**config.mk**
```make
export PLATFORM = sky130hd
export DESIGN_NAME = fpb_read_port
export DESIGN_NICKNAME = d
export VERILOG_FILES = /design/src/core/fpb_pkg.sv /design/src/core/fpb_q_if.sv /design/src/core/fpb_read_port.sv /design/src/core/fpb_store.sv
export SDC_FILE = /design/constraint.sdc
export NUM_CORES = 2
export LEC_CHECK = 0
export ABC_AREA = 0
export BUFFER_PORTS_ARGS = -buffer_cell sky130_fd_sc_hd__buf_2
export CAP_MARGIN = 20
export CORE_ASPECT_RATIO = 2
export CORE_MARGIN = 2
export CORE_UTILIZATION = 55
export CTS_CLUSTER_DIAMETER = 80
export DETAILED_ROUTE_END_ITERATION = 8
export HOLD_SLACK_MARGIN = 0.08
export MAX_ROUTING_LAYER = met4
export PLACE_DENSITY = 0.81
export SLEW_MARGIN = 10
export SYNTH_ARGS = -nofsm -noshare
export SYNTH_HDL_FRONTEND = slang
export SYNTH_HIERARCHICAL = 1
export SYNTH_SLANG_ARGS = --single-unit
```
**constraint.sdc**
```tcl
create_clock -name clock -period 6.6 [get_ports clock]
set_clock_uncertainty 0.15 [all_clocks]
set_input_delay 0 -clock clock [delete_from_list [all_inputs] [get_ports clock]]
set_output_delay 0 -clock clock [all_outputs]
set_load 0.02 [all_outputs]
```
**src/core/fpb_pkg.sv**
```systemverilog
// Constants for the read-port bus-matching, swap, mailbox and parity block.
// Assumes a single 250 MHz clock and a 64-bit classic Wishbone register bus.
package fpb_pkg;
  localparam int DATA_W = 36;
  localparam int LANE_W = 9;
  localparam int LANES = 4;
  localparam int DEPTH = 64;
  localparam int BUS_W = 64;
  localparam int SEL_W = 8;

  localparam logic [5:0] OFF_CTRL = 6'h00;
  localparam logic [5:0] OFF_DATA = 6'h08;
  localparam logic [5:0] OFF_STAT = 6'h10;

  localparam int CTRL_WSEL_LOW = 0;
  localparam int CTRL_WSEL_HIGH = 1;
  localparam int CTRL_ENDIAN = 2;
  localparam int CTRL_SWAP_LOW = 3;
  localparam int CTRL_SWAP_HIGH = 4;
  localparam int CTRL_PGEN_RD = 5;
  localparam int CTRL_ODD = 6;
  localparam int CTRL_PGEN_WR = 7;
  localparam logic [7:0] CTRL_RESET = 8'h00;

  localparam int STAT_PEF_RD = 0;
  localparam int STAT_PEF_WR = 1;
  localparam int STAT_EMPTY = 2;
  localparam int STAT_FULL = 3;
  localparam int STAT_REMAIN = 4;
  localparam int STAT_UNDER = 6;
  localparam int STAT_WIDTH = 7;
  localparam int STAT_ENDIAN = 9;
  localparam int STAT_SWAP = 10;

  // Width codes are {width_select_high, width_select_low}
  localparam logic [1:0] WIDTH_LONG = 2'h0;
  localparam logic [1:0] WIDTH_WORD = 2'h1;
  localparam logic [1:0] WIDTH_BYTE = 2'h2;
  localparam logic [1:0] WIDTH_MAIL = 2'h3;

  // Swap codes are {swap_select_high, swap_select_low}
  localparam logic [1:0] SWAP_NONE = 2'h0;
  localparam logic [1:0] SWAP_BYTE = 2'h1;
  localparam logic [1:0] SWAP_WORD = 2'h2;
  localparam logic [1:0] SWAP_BOTH = 2'h3;
endpackage

```
**src/core/fpb_q_if.sv**
```systemverilog
// Carrier between the read-port logic and the long-word storage array.
// Assumes both ends run on the same clock.
`timescale 1ns/1ps
interface fpb_q_if #(
  parameter int W = 36
);
  logic wr;
  logic rd;
  logic [W-1:0] wdata;
  logic [W-1:0] rdata;
  logic empty;
  logic full;
  modport store (input wr, input rd, input wdata, output rdata, output empty, output full);
  modport user (output wr, output rd, output wdata, input rdata, input empty, input full);
endinterface

```
**src/core/fpb_read_port.sv**
```systemverilog
// Read port of the long-word queue: width matching, byte swap, mailboxes, parity.
// Assumes write-port strobes come from already qualified logic on the same clock.
//
// The implementer's own choices: register access over Wishbone and the register offsets.
`timescale 1ns/1ps
module fpb_read_port #(
  parameter int DEPTH = fpb_pkg::DEPTH
) (
  input wire logic clock,
  input wire logic rstn,
  input wire logic wb_cyc_i,
  input wire logic wb_stb_i,
  input wire logic wb_we_i,
  input wire logic [5:0] wb_adr_i,
  input wire logic [fpb_pkg::SEL_W-1:0] wb_sel_i,
  input wire logic [fpb_pkg::BUS_W-1:0] wb_dat_i,
  output logic wb_ack_o,
  output logic [fpb_pkg::BUS_W-1:0] wb_dat_o,
  input wire logic [fpb_pkg::DATA_W-1:0] wp_data,
  input wire logic wp_write,
  input wire logic write_port_mail_select,
  input wire logic wp_mail_read,
  output logic [fpb_pkg::DATA_W-1:0] wp_rdata,
  output logic read_port_parity_error_n,
  output logic write_port_parity_error_n
);
  localparam int AW = $clog2(DEPTH);

  fpb_q_if #(.W(fpb_pkg::DATA_W)) q ();

  fpb_store #(.W(fpb_pkg::DATA_W), .DEPTH(DEPTH), .AW(AW)) u_store (
    .clock(clock),
    .rstn(rstn),
    .q(q)
  );

  logic ack_r;
  logic [63:0] dat_r;
  logic [7:0] ctrl_r;
  logic [1:0] width_q_r;
  logic endian_q_r;
  logic [1:0] applied_w_r;
  logic applied_e_r;
  logic new_size_r;
  logic [35:0] out_r;
  logic [35:0] aux_r;
  logic [35:0] mail_register_one_r;
  logic [35:0] mail_register_two_r;
  logic [35:0] wp_rdata_r;
  logic [1:0] idx_r;
  logic [1:0] remain_r;
  logic [1:0] swap_r;
  logic under_r;
  logic pef_rd_r;
  logic pef_wr_r;

  function automatic logic [35:0] swap_bytes(input logic [35:0] w, input logic [1:0] sw);
    case (sw)
      fpb_pkg::SWAP_BYTE: return {w[8:0], w[17:9], w[26:18], w[35:27]};
      fpb_pkg::SWAP_WORD: return {w[17:0], w[35:18]};
      fpb_pkg::SWAP_BOTH: return {w[26:18], w[35:27], w[8:0], w[17:9]};
      default: return w;
    endcase
  endfunction

  function automatic logic [35:0] gen_par(input logic [35:0] w, input logic odd);
    logic [35:0] o;
    o = w;
    for (int i = 0; i < fpb_pkg::LANES; i++) begin
      o[fpb_pkg::LANE_W*i+8] = (^w[fpb_pkg::LANE_W*i +: 8]) ^ odd;
    end
    return o;
  endfunction

  // Unused lanes read zero; callers must not depend on them
  function automatic logic [35:0] place(input logic [35:0] w, input logic [1:0] n, input logic [1:0] wd,
                                        input logic le);
    logic [35:0] o;
    o = '0;
    case (wd)
      fpb_pkg::WIDTH_WORD: begin
        if (le) begin
          o[17:0] = w[18*int'(n[0]) +: 18];
        end else begin
          o[35:18] = w[18*(1-int'(n[0])) +: 18];
        end
      end
      fpb_pkg::WIDTH_BYTE: begin
        if (le) begin
          o[8:0] = w[9*int'(n) +: 9];
        end else begin
          o[35:27] = w[9*(3-int'(n)) +: 9];
        end
      end
      default: o = w;
    endcase
    return o;
  endfunction

  function automatic logic [3:0] lane_mask(input logic [1:0] wd, input logic le);
    case (wd)
      fpb_pkg::WIDTH_WORD: return le ? 4'h3 : 4'hC;
      fpb_pkg::WIDTH_BYTE: return le ? 4'h1 : 4'h8;
      default: return 4'hF;
    endcase
  endfunction

  // Bus decode
  wire acc = wb_cyc_i & wb_stb_i & ~ack_r;
  wire acc_rd = acc & ~wb_we_i;
  wire acc_wr = acc & wb_we_i;
  wire hit_ctrl = wb_adr_i[5:3] == fpb_pkg::OFF_CTRL[5:3];
  wire hit_data = wb_adr_i[5:3] == fpb_pkg::OFF_DATA[5:3];
  wire hit_stat = wb_adr_i[5:3] == fpb_pkg::OFF_STAT[5:3];

  wire [1:0] width_c = {ctrl_r[fpb_pkg::CTRL_WSEL_HIGH], ctrl_r[fpb_pkg::CTRL_WSEL_LOW]};
  wire [1:0] swap_c = {ctrl_r[fpb_pkg::CTRL_SWAP_HIGH], ctrl_r[fpb_pkg::CTRL_SWAP_LOW]};
  wire pgb_c = ctrl_r[fpb_pkg::CTRL_PGEN_RD];
  wire pga_c = ctrl_r[fpb_pkg::CTRL_PGEN_WR];
  wire odd_c = ctrl_r[fpb_pkg::CTRL_ODD];
  // Mail decode uses the live selects so the mailbox answers at once
  wire mail_c = width_c == fpb_pkg::WIDTH_MAIL;

  wire mail_rd = acc_rd & hit_data & mail_c;
  wire mail_wr = acc_wr & hit_data & mail_c;
  wire q_read = acc_rd & hit_data & ~mail_c;
  wire need_new = (remain_r == 2'h0) | new_size_r;
  wire fetch = q_read & need_new & ~q.empty;
  wire step = q_read & ~need_new;
  wire underrun = q_read & need_new & q.empty;
  wire new_size_set = (width_q_r != fpb_pkg::WIDTH_MAIL) & (width_q_r != applied_w_r);

  wire [1:0] last_idx = (applied_w_r == fpb_pkg::WIDTH_BYTE) ? 2'h3 :
                        (applied_w_r == fpb_pkg::WIDTH_WORD) ? 2'h1 : 2'h0;

  // Swap before sequencing, parity made on the way into the output register
  wire [35:0] swapped = swap_bytes(q.rdata, swap_c);
  wire [35:0] fetched = pgb_c ? gen_par(swapped, odd_c) : swapped;
  wire [35:0] unit_src = fetch ? fetched : aux_r;
  wire [1:0] unit_idx = fetch ? 2'h0 : idx_r;
  wire [35:0] placed = place(unit_src, unit_idx, applied_w_r, applied_e_r);
  wire [35:0] out_nxt = (fetch | step) ? placed : out_r;
  // Mail data never passes the width or swap path
  wire [35:0] mail_out = pgb_c ? gen_par(mail_register_one_r, odd_c) : mail_register_one_r;

  wire [35:0] wmask = {{4{wb_sel_i[4]}}, {8{wb_sel_i[3]}}, {8{wb_sel_i[2]}}, {8{wb_sel_i[1]}},
                       {8{wb_sel_i[0]}}};
  wire [35:0] mail_register_two_nxt = (mail_register_two_r & ~wmask) | (wb_dat_i[35:0] & wmask);

  // Parity check on read-port traffic
  wire [35:0] chk_rd = mail_wr ? mail_register_two_nxt : (mail_rd ? mail_register_one_r : out_nxt);
  wire [3:0] mask_rd = (mail_wr | mail_rd) ? 4'hF : lane_mask(applied_w_r, applied_e_r);
  wire chk_rd_en = mail_wr | (mail_rd & ~pgb_c) | fetch | step;
  wire [35:0] chk_wr = wp_write ? wp_data : mail_register_two_r;
  wire [35:0] wp_out = pga_c ? gen_par(mail_register_two_r, odd_c) : mail_register_two_r;
  logic [3:0] bad_rd;
  logic [3:0] bad_wr;

  for (genvar i = 0; i < fpb_pkg::LANES; i++) begin : g_lane
    assign bad_rd[i] = mask_rd[i] & ((^chk_rd[fpb_pkg::LANE_W*i +: fpb_pkg::LANE_W]) != odd_c);
    assign bad_wr[i] = (^chk_wr[fpb_pkg::LANE_W*i +: fpb_pkg::LANE_W]) != odd_c;
  end

  logic [63:0] stat_w;
  always_comb begin
    stat_w = '0;
    stat_w[fpb_pkg::STAT_PEF_RD] = pef_rd_r;
    stat_w[fpb_pkg::STAT_PEF_WR] = pef_wr_r;
    stat_w[fpb_pkg::STAT_EMPTY] = q.empty;
    stat_w[fpb_pkg::STAT_FULL] = q.full;
    stat_w[fpb_pkg::STAT_REMAIN +: 2] = remain_r;
    stat_w[fpb_pkg::STAT_UNDER] = under_r;
    stat_w[fpb_pkg::STAT_WIDTH +: 2] = applied_w_r;
    stat_w[fpb_pkg::STAT_ENDIAN] = applied_e_r;
    stat_w[fpb_pkg::STAT_SWAP +: 2] = swap_r;
  end

  wire [63:0] rd_data = hit_ctrl ? {56'h0, ctrl_r} :
                        hit_data ? {28'h0, (mail_c ? mail_out : out_nxt)} :
                        hit_stat ? stat_w : 64'h0;
  wire under_clr = acc_wr & hit_stat & wb_sel_i[0] & wb_dat_i[fpb_pkg::STAT_UNDER];

  // Bus slave: one wait state, unmapped reads return zero
  always_ff @(posedge clock or negedge rstn) begin
    if (!rstn) begin
      ack_r <= 1'b0;
      dat_r <= '0;
      ctrl_r <= fpb_pkg::CTRL_RESET;
    end else begin
      ack_r <= acc;
      dat_r <= acc_rd ? rd_data : dat_r;
      if (acc_wr & hit_ctrl & wb_sel_i[0]) begin
        ctrl_r <= wb_dat_i[7:0];
      end
    end
  end

  // Selects are captured every edge; mail codes leave the applied width alone
  always_ff @(posedge clock or negedge rstn) begin
    if (!rstn) begin
      width_q_r <= fpb_pkg::WIDTH_LONG;
      endian_q_r <= 1'b0;
      applied_w_r <= fpb_pkg::WIDTH_LONG;
      applied_e_r <= 1'b0;
    end else begin
      width_q_r <= width_c;
      endian_q_r <= ctrl_r[fpb_pkg::CTRL_ENDIAN];
      if (width_q_r != fpb_pkg::WIDTH_MAIL) begin
        applied_w_r <= width_q_r;
        applied_e_r <= endian_q_r;
      end
    end
  end

  // Sequence state; set wins over clear for the sticky flags
  always_ff @(posedge clock or negedge rstn) begin
    if (!rstn) begin
      new_size_r <= 1'b0;
      idx_r <= 2'h0;
      remain_r <= 2'h0;
      swap_r <= fpb_pkg::SWAP_NONE;
      aux_r <= '0;
      out_r <= '0;
      under_r <= 1'b0;
    end else begin
      new_size_r <= new_size_set | (new_size_r & ~fetch);
      under_r <= underrun | (under_r & ~under_clr);
      out_r <= out_nxt;
      if (fetch) begin
        aux_r <= fetched;
        swap_r <= swap_c;
        idx_r <= 2'h1;
        remain_r <= last_idx;
      end else if (step) begin
        idx_r <= idx_r + 2'h1;
        remain_r <= remain_r - 2'h1;
      end
    end
  end

  // Mailboxes and parity flags
  always_ff @(posedge clock or negedge rstn) begin
    if (!rstn) begin
      mail_register_one_r <= '0;
      mail_register_two_r <= '0;
      wp_rdata_r <= '0;
      pef_rd_r <= 1'b1;
      pef_wr_r <= 1'b1;
    end else begin
      if (wp_write & write_port_mail_select) begin
        mail_register_one_r <= wp_data;
      end
      if (mail_wr) begin
        mail_register_two_r <= mail_register_two_nxt;
      end
      if (wp_mail_read) begin
        wp_rdata_r <= wp_out;
      end
      if (mail_rd & pgb_c) begin
        pef_rd_r <= 1'b1;
      end else if (chk_rd_en) begin
        pef_rd_r <= ~|bad_rd;
      end
      if (wp_write) begin
        pef_wr_r <= ~|bad_wr;
      end else if (wp_mail_read) begin
        pef_wr_r <= pga_c ? 1'b1 : ~|bad_wr;
      end
    end
  end

  assign q.wr = wp_write & ~write_port_mail_select;
  assign q.wdata = wp_data;
  assign q.rd = fetch;

  assign wb_ack_o = ack_r;
  assign wb_dat_o = dat_r;
  assign wp_rdata = wp_rdata_r;
  assign read_port_parity_error_n = pef_rd_r;
  assign write_port_parity_error_n = pef_wr_r;
endmodule

```
**src/core/fpb_store.sv**
```systemverilog
// Long-word queue storage with show-ahead read data.
// Assumes the user never relies on a write while full or a read while empty.
`timescale 1ns/1ps
module fpb_store #(
  parameter int W = 36,
  parameter int DEPTH = 64,
  parameter int AW = 6
) (
  input wire logic clock,
  input wire logic rstn,
  fpb_q_if.store q
);
  logic [W-1:0] mem [DEPTH];
  logic [AW-1:0] wp_r;
  logic [AW-1:0] rp_r;
  logic [AW:0] cnt_r;

  localparam logic [AW:0] FULL_CNT = (AW+1)'(DEPTH);

  // Blocked strobes are dropped here so the count can never overflow or underflow
  wire do_wr = q.wr & (cnt_r != FULL_CNT);
  wire do_rd = q.rd & (cnt_r != '0);

  assign q.rdata = mem[rp_r];
  assign q.empty = cnt_r == '0;
  assign q.full = cnt_r == FULL_CNT;

  always_ff @(posedge clock) begin
    if (do_wr) begin
      mem[wp_r] <= q.wdata;
    end
  end

  always_ff @(posedge clock or negedge rstn) begin
    if (!rstn) begin
      wp_r <= '0;
      rp_r <= '0;
      cnt_r <= '0;
    end else begin
      wp_r <= do_wr ? wp_r + 1'b1 : wp_r;
      rp_r <= do_rd ? rp_r + 1'b1 : rp_r;
      cnt_r <= cnt_r + (AW+1)'(do_wr) - (AW+1)'(do_rd);
    end
  end
endmodule

```
Word level (Yosys, flattened, before mapping)
Memories as Yosys holds them, arrays and structs flattened.
Index checks and enable logic that the tools add are counted.

cells by class
  $add $sub $neg = 8
  multipliers = 4
  muxes and demuxes = 38
  reduce and logical (&&, ||, !) cells = 31
  bitwise gates (word level) = 64
  shift operators = 4
  equality and inequality tests = 20

operators by type and width
  cell                                             number
  two-way mux 36 bit                               11
  case mux 36 bit (3 select lines)                 1
  parity 8 bit                                     12
  bitwise AND 36 bit                               2
  parity 9 bit                                     8
  two-way mux 18 bit                               2
  inverter 36 bit                                  1
  bitwise OR 36 bit                                1
  case mux 18 bit (2 select lines)                 1
  case mux 9 bit (2 select lines)                  2
  variable part select 36 x 7 -> 18 bit            1
  variable part select 36 x 7 -> 9 bit             1
  variable part select 36 x 8 -> 18 bit            1
  variable part select 36 x 8 -> 9 bit             1
  bitwise AND 1 bit                                31
  two-way mux 9 bit                                2
  adder 6 x 1 -> 6 bit, second input constant      2
  two-way mux 12 bit                               1
  two-way mux 2 bit                                6
  two-way mux 4 bit                                3
  XOR 1 bit                                        12
  inverter 1 bit                                   9
  equality test 2 bit, second input constant       4
  multiplier 5 x 3 -> 8 bit, first input constant  1
  other kinds (27)                                 53

storage, ports and cells
  bits of input ports = 122
  memories kept = 1
  register bits after elaboration = 288
  memory bits (writable) = 2304
  output and inout bits = 103
  word-level logic and storage cells = 192

memories
  memory       depth  width  read ports  clocked after memory_dff  write ports  RTL line         RTL
  u_store.mem  64     36     1           0                         1            fpb_store.sv:13  logic [W-1:0] mem [DEPTH];

Longest topological paths before layout
  depth in word-level cells = 23
  gate-level depth with buffers = 24
  depth with buffers taken out = 18

Hierarchy
The synthesis kept the hierarchy.

by module, submodules not included
  module         sequential area each (sq um)  area each (sq um)  instances  cells an instance
  fpb_store      69661.8                       88792.7            1          3711
  fpb_read_port  6033.3                        15112.0            1          1461

Worst setup path before layout
No wires, ideal clock.

  path type = flip-flop to flip-flop
  from = register u_store.rp_r[0]
  to = register pef_rd_r (netlist: read_port_parity_error_n)
  setup time = 0.072 ns
  data required time = 6.378 ns
  path slack = 1.605 ns
  buffers on the path = 3
  arrival time = 4.773 ns
  period minus slack after synthesis = 4.995 ns
  stages on the path, launching flop included = 19
  path through = dfrtp_1 -> buf_6 -> buf_6 -> buf_2 -> mux4_2 -> mux4_2 -> o22ai_1 -> nor2_1 -> mux4_2 -> mux2_2 -> a221o_1 -> a221o_1 -> xnor2_1 -> o21ai_1 -> xnor2_1 -> xnor3_1 -> xnor2_1 -> o221ai_1 -> o21ai_1

on the way
  elaborated cells between the ends (all ways) = 42
  classes of those cells = eq/ne: 4; shift: 4; mux: 15; bitwise: 8; reduce/logical: 10; memory: 1

RTL lines
  element                                                                                        RTL line                                  RTL
  start, declared                                                                                fpb_store.sv:15                           logic [AW-1:0] rp_r;
  start signal, assigned                                                                         fpb_store.sv:41                           rp_r <= do_rd ? rp_r + 1'b1 : rp_r;
  memory (64 x 36 bit) (*)                                                                       --
  via q.rdata[14]                                                                                fpb_q_if.sv:10                            logic [W-1:0] rdata;
  case mux 36 bit (3 select lines) (*)                                                           fpb_read_port.sv:58                       case (sw)
  two-way mux 36 bit (*)                                                                         fpb_read_port.sv:138                      wire [35:0] fetched = pgb_c ? gen_par(swapped, odd_c) : swapped;
  two-way mux 36 bit (*)                                                                         --
  via unit_src[5]                                                                                fpb_read_port.sv:139                      wire [35:0] unit_src = fetch ? fetched : aux_r;
  variable part select 36 x 7 -> 9 bit or variable part select 36 x 7 -> 18 bit (tied branches)  fpb_read_port.sv:90, fpb_read_port.sv:83
  two-way mux 9 bit or two-way mux 18 bit (tied branches)                                        fpb_read_port.sv:89, fpb_read_port.sv:82
  [... 2 more ...]                                                                               --
  via out_nxt[5]                                                                                 fpb_read_port.sv:142                      wire [35:0] out_nxt = (fetch | step) ? placed : out_r;
  two-way mux 36 bit (*) (2 in a row)                                                            fpb_read_port.sv:151                      wire [35:0] chk_rd = mail_wr ? mail_register_two_nxt : (mail_rd ? mail_register_one_r : out_nxt);
  parity 9 bit (*)                                                                               fpb_read_port.sv:160                      assign bad_rd[i] = mask_rd[i] & ((^chk_rd[fpb_pkg::LANE_W*i +: fpb_pkg::LANE_W]) != odd_c);
  inequality test 1 bit (*)                                                                      fpb_read_port.sv:160
  bitwise AND 1 bit (*)                                                                          fpb_read_port.sv:160
  OR reduction 4 bit (*)                                                                         fpb_read_port.sv:262                      pef_rd_r <= ~|bad_rd;
  zero test 1 bit (*)                                                                            fpb_read_port.sv:262
  two-way mux 1 bit (*)                                                                          fpb_read_port.sv:261                      end else if (chk_rd_en) begin
  two-way mux 1 bit (*)                                                                          fpb_read_port.sv:259                      if (mail_rd & pgb_c) begin
  end signal, assigned                                                                           fpb_read_port.sv:262
  end, declared                                                                                  fpb_read_port.sv:54                       logic pef_rd_r;

The timed path passes the listed nets; every way through them passes the cells marked *. The select of a mux whose other input is x is not followed.
A chain may end at the register's enable or synchronous reset.

Worst setup path in the final report
  from = register u_store.rp_r[1]
  to = register pef_rd_r (netlist: read_port_parity_error_n)

on the way
  cells in the longest elaborated chain, start to end = 19
  elaborated cells between the ends (all ways) = 42
  classes of those cells = eq/ne: 4; shift: 4; mux: 15; bitwise: 8; reduce/logical: 10; memory: 1

RTL lines
  element                                RTL line              RTL
  memory (64 x 36 bit) (*)               --
  via q.rdata[28]                        fpb_q_if.sv:10
  case mux 36 bit (3 select lines) (*)   fpb_read_port.sv:58
  parity 8 bit                           fpb_read_port.sv:70   o[fpb_pkg::LANE_W*i+8] = (^w[fpb_pkg::LANE_W*i +: 8]) ^ odd;
  XOR 1 bit                              fpb_read_port.sv:70
  two-way mux 36 bit (*)                 fpb_read_port.sv:138
  two-way mux 36 bit (*)                 --
  variable part select 36 x 8 -> 18 bit  fpb_read_port.sv:85   o[35:18] = w[18*(1-int'(n[0])) +: 18];
  [... 3 more ...]                       --
  via out_nxt[19]                        fpb_read_port.sv:142
  two-way mux 36 bit (*) (2 in a row)    fpb_read_port.sv:151
  parity 9 bit (*)                       fpb_read_port.sv:160
  inequality test 1 bit (*)              fpb_read_port.sv:160
  bitwise AND 1 bit (*)                  fpb_read_port.sv:160
  OR reduction 4 bit (*)                 fpb_read_port.sv:262
  zero test 1 bit (*)                    fpb_read_port.sv:262
  two-way mux 1 bit (*)                  fpb_read_port.sv:261
  two-way mux 1 bit (*)                  fpb_read_port.sv:259

Marks and branches as above.

==> summary.md <==
| Metric | Value |
|---|---|
| Outcome | finished clean |
| Crit end category | flop |
| Mapped cell area | 104000 µm² |
| CP arrival | 7.04 ns |
| Reg2Reg Depth | 21 |
| Post-synthesis instance total | 5172 |
| Core area | 188000 µm² |
| Peak Freq | 155 MHz |
| Total number of vias | 58600 |
| Post-detail-place hpwl | 197000 µm |
| Pleak | 39.2 nW |
| HP Start | wp_data[18] |
| Max_cap viols | 0 |
| Fill cells | 11700 |
| R2R Path Start | u_store/rp_r[1] |
| GRT Util Overall | 0.348 |
| Total negative slack | 0 ns |
| Root Driver | clkbuf_16 |
| Synth async-reset ratio | 0.101 |
| Sequential Area | 75700 µm² |
| CP top delay family | multiplexers |
| Most frequent cells in the layout | edfxtp_1, mux4_2, buf_4 |
| Pins Over Slew Limit | 0 |
| Multi-input gate area | 27000 µm² |
| Tmin final | 6.44 ns |
| Unique cell type count in the Yosys netlist | 90 |
| Endpoints failing setup | 0 |
| Chip width | 311 µm |
| Worst path buffer plus inverter count | 6 |
| Max stage delay on crit path | 0.55 ns |
| Critical path depth | 21 |
| Worst-Skew Late Latency | 0.87 ns |
| Layout Nets | 5932 |
| First-pass GRT wire length | 455000 µm |
| Layout cells sized above 1 | 0.303 |
| Unrepaired setup endpoints after global routing | false |
| Pwr dens | 345 nW/µm² |
| Io pins | 225 |
| Startpoint types | flop |
| Main synth FF type | edfxtp_1 |
| First DRT Iteration DRCs | 8096 |
| CTS Sinks | 2564 |
| Commonest non-fill, non-tap cell in the layout | edfxtp_1 |
| Hold/Removal Path Class | input pin to flop |
| CP max FO | 30 |
| Avg Cell Area, Syn | 20.1 µm² |
| R2R Setup Slk | 0.16 ns |
| Post-synth EDFFs | 2304 |
| Initial core utilization | 0.553 |
| TritonRoute pass-1 iters | 9 |
| Number of global-route vias before repair | 60100 |
| Critical path data required time | 7.20 ns |
| Sequential fraction of the synthesis area | 0.729 |
| Crit Path Class | flop to flop |
| Die footprint | 193000 µm² |
| Detailed Route WL | 323000 µm |
| Antenna violations before repair | 15 |
| Die H | 619 µm |
| Final hold viol count | 0 |
| Number of CTS-inserted buffers | 203 |
| Grt ovf | 0 |
| Slew headroom | 0.173 |
| WL/cell | 38.2 µm |
| Vias/cell | 6.92 |
| Worst vdd ir | 0.268 mV |
| CTS tree | built |
| R2r endpoint | read_port_parity_error_n |
| Layout overhead on the synthesized area | 14.4% |
| Htree depth | 4 |
| #FFs+latches synth | 2564 |
| Final core utilization | 0.633 |
| Crit. Startpoint | u_store/rp_r[1] |
| DRC viols | 0 |
| Crit-path slowest cell | mux4_2 |
| Placer congestion estimate | 1.03 |
| Critical Path End | read_port_parity_error_n |
| Clock transition at the registers of the reported paths | 0.07 ns |
| Largest net degree at the start of global routing | 141 |
| Clock buffer depth | 4 |
| Final period util | 0.976 |
| Worst slew pin tran | 1.24 ns |
| CP cell instances | buf_12 -> buf_12 -> buf_12 -> buf_4 -> mux4_2 -> mux4_2 -> o22ai_1 -> nor2_1 -> buf_4 -> mux4_2 -> mux2_2 -> a22o_1 -> buf_4 -> o2111a_1 -> a2111oi_4 -> xnor2_1 -> xnor3_2 -> xnor3_1 -> a22oi_1 -> o21ai_1 -> o21ai_1 |
| FP Rows | 225 |
| Routed Antenna Nets | 0 |
| Ys Warns | 6 |
| # port buffers | 162 |
==> cell families after synthesis <==
kind of cell | synth area share
compound gates | 0.0337
simple gates | 0.0247
mux | 0.178
fa+ha+maj | 0.00188
other cells | 0.0000361
xor+xnor | 0.0157
buf+inv | 0.0179
flops | 0.729
==> layer usage <==
metal / routed length, µm / GRT usage / share of wire / vias up
met4: 32500 / 0.280 / 0.10 / 0
met5: 0 / - / 0 / -
met1: 93600 / 0.355 / 0.29 / 29900
met3: 32000 / 0.0722 / 0.099 / 1406
li1: - / - / - / 22400
met2: 165000 / 0.580 / 0.51 / 4821
==> what timing repair did <==
item / in CTS / in global routing
resized for setup: 0 / 2
buffers inserted: 0 / 6
setup endpoints to repair: 0 / 2
hold buffers: 159 / 1
hold endpoints to repair: 2739 / 16
==> per-stage QoR <==
stage	area (µm²)	cells	power [mW]	worst slack (ns)	hold WS, ns
CTS	118000	8439	40.8	0.0616	0.0951
global route	119000	8465	41.9	0.0875	0.147
global placement	110000	7909	28.0	0.148	0.0133
finish	119000	8467	41.0	0.159	0.151
detailed placement	110000	7912	28.2	0.106	0.0177
floorplan	104000	5199	24.9	1.61	-0.446
==> cell usage after synthesis (10+ instances only) <==
cell,count,area (µm²)
o211ai_1,15,113
ha_1,14,175
a211oi_1,31,233
mux2_2,154,1730
a31oi_1,10,62.6
and2_1,11,68.8
nor3_1,19,95.1
o21ai_0,132,661
buf_6,21,236
nor2b_1,33,206
clkbuf_1,114,428
nand2_1,199,747
xor2_1,30,263
nor2_1,198,743
o221ai_1,10,87.6
o21ai_1,10,50.1
a221oi_1,34,298
mux4_2,668,15000
buf_4,61,458
edfxtp_1,2304,69200
inv_1,35,131
mux2i_1,165,1650
a21oi_1,64,320
buf_2,98,490
nand2b_1,14,87.6
xnor2_1,130,1140
buf_1,28,105
o22ai_1,47,294
a22oi_1,70,526
dfrtp_1,258,6460
nand3_1,32,160
==> worst min path at each step <==
stage | endpoint | slack (ns) | cells past startpoint
global route | u_store/mem[46][10] | 0.15 | 3
floorplan | applied_e_r | -0.45 | 0
finish | u_store/mem[58][18] | 0.15 | 2
detailed placement | wp_rdata[26] | 0.02 | 1
global placement | wp_rdata[26] | 0.01 | 1
CTS | u_store/mem[46][10] | 0.1 | 3
==> layout make-up <==
| type | instances | area share |
|---|---|---|
| multi-input cells | 2276 | 0.228 |
| inverters | 36 | 0.00118 |
| repair buffers | 714 | 0.0517 |
| flip-flops and latches | 2564 | 0.637 |
| clock inverters | 126 | 0.0104 |
| diodes | 12 | 0.000253 |
| well taps | 2497 | 0.0263 |
| clock buffers | 242 | 0.0456 |
==> worst register-to-register path, delay by kind of cell, from the launching register on <==
family	cells	cell delay [ns]
mux	4	1.74
compound gates	7	1.45
buf+inv	6	1.26
xor+xnor	3	1.01
flops	1	0.50
simple gates	1	0.26
==> flip-flops by register name (all words and copies together), names as in the netlist, 2 cells and up <==
signal and cells:
mail_register_two_r 36, idx_r 2, swap_r 2, wp_rdata 36
u_store/wp_r 6, aux_r 36, out_r 36, wb_dat_o 36
u_store/mem 2304, u_store/cnt_r 7, u_store/rp_r 6, remain_r 2
ctrl_r 8, applied_w_r 2, width_q_r 2, mail_register_one_r 36
==> report_power, final <==
| part | internal [mW] | total [mW] | switching (mW) |
|---|---|---|---|
| sequential | 18.2 | 18.6 | 0.426 |
| combinational | 4.63 | 9.84 | 5.21 |
| clock | 6.76 | 12.6 | 5.82 |
| total | 29.5 | 41.0 | 11.5 |
Note: power is estimated with default switching activity, not from simulation.
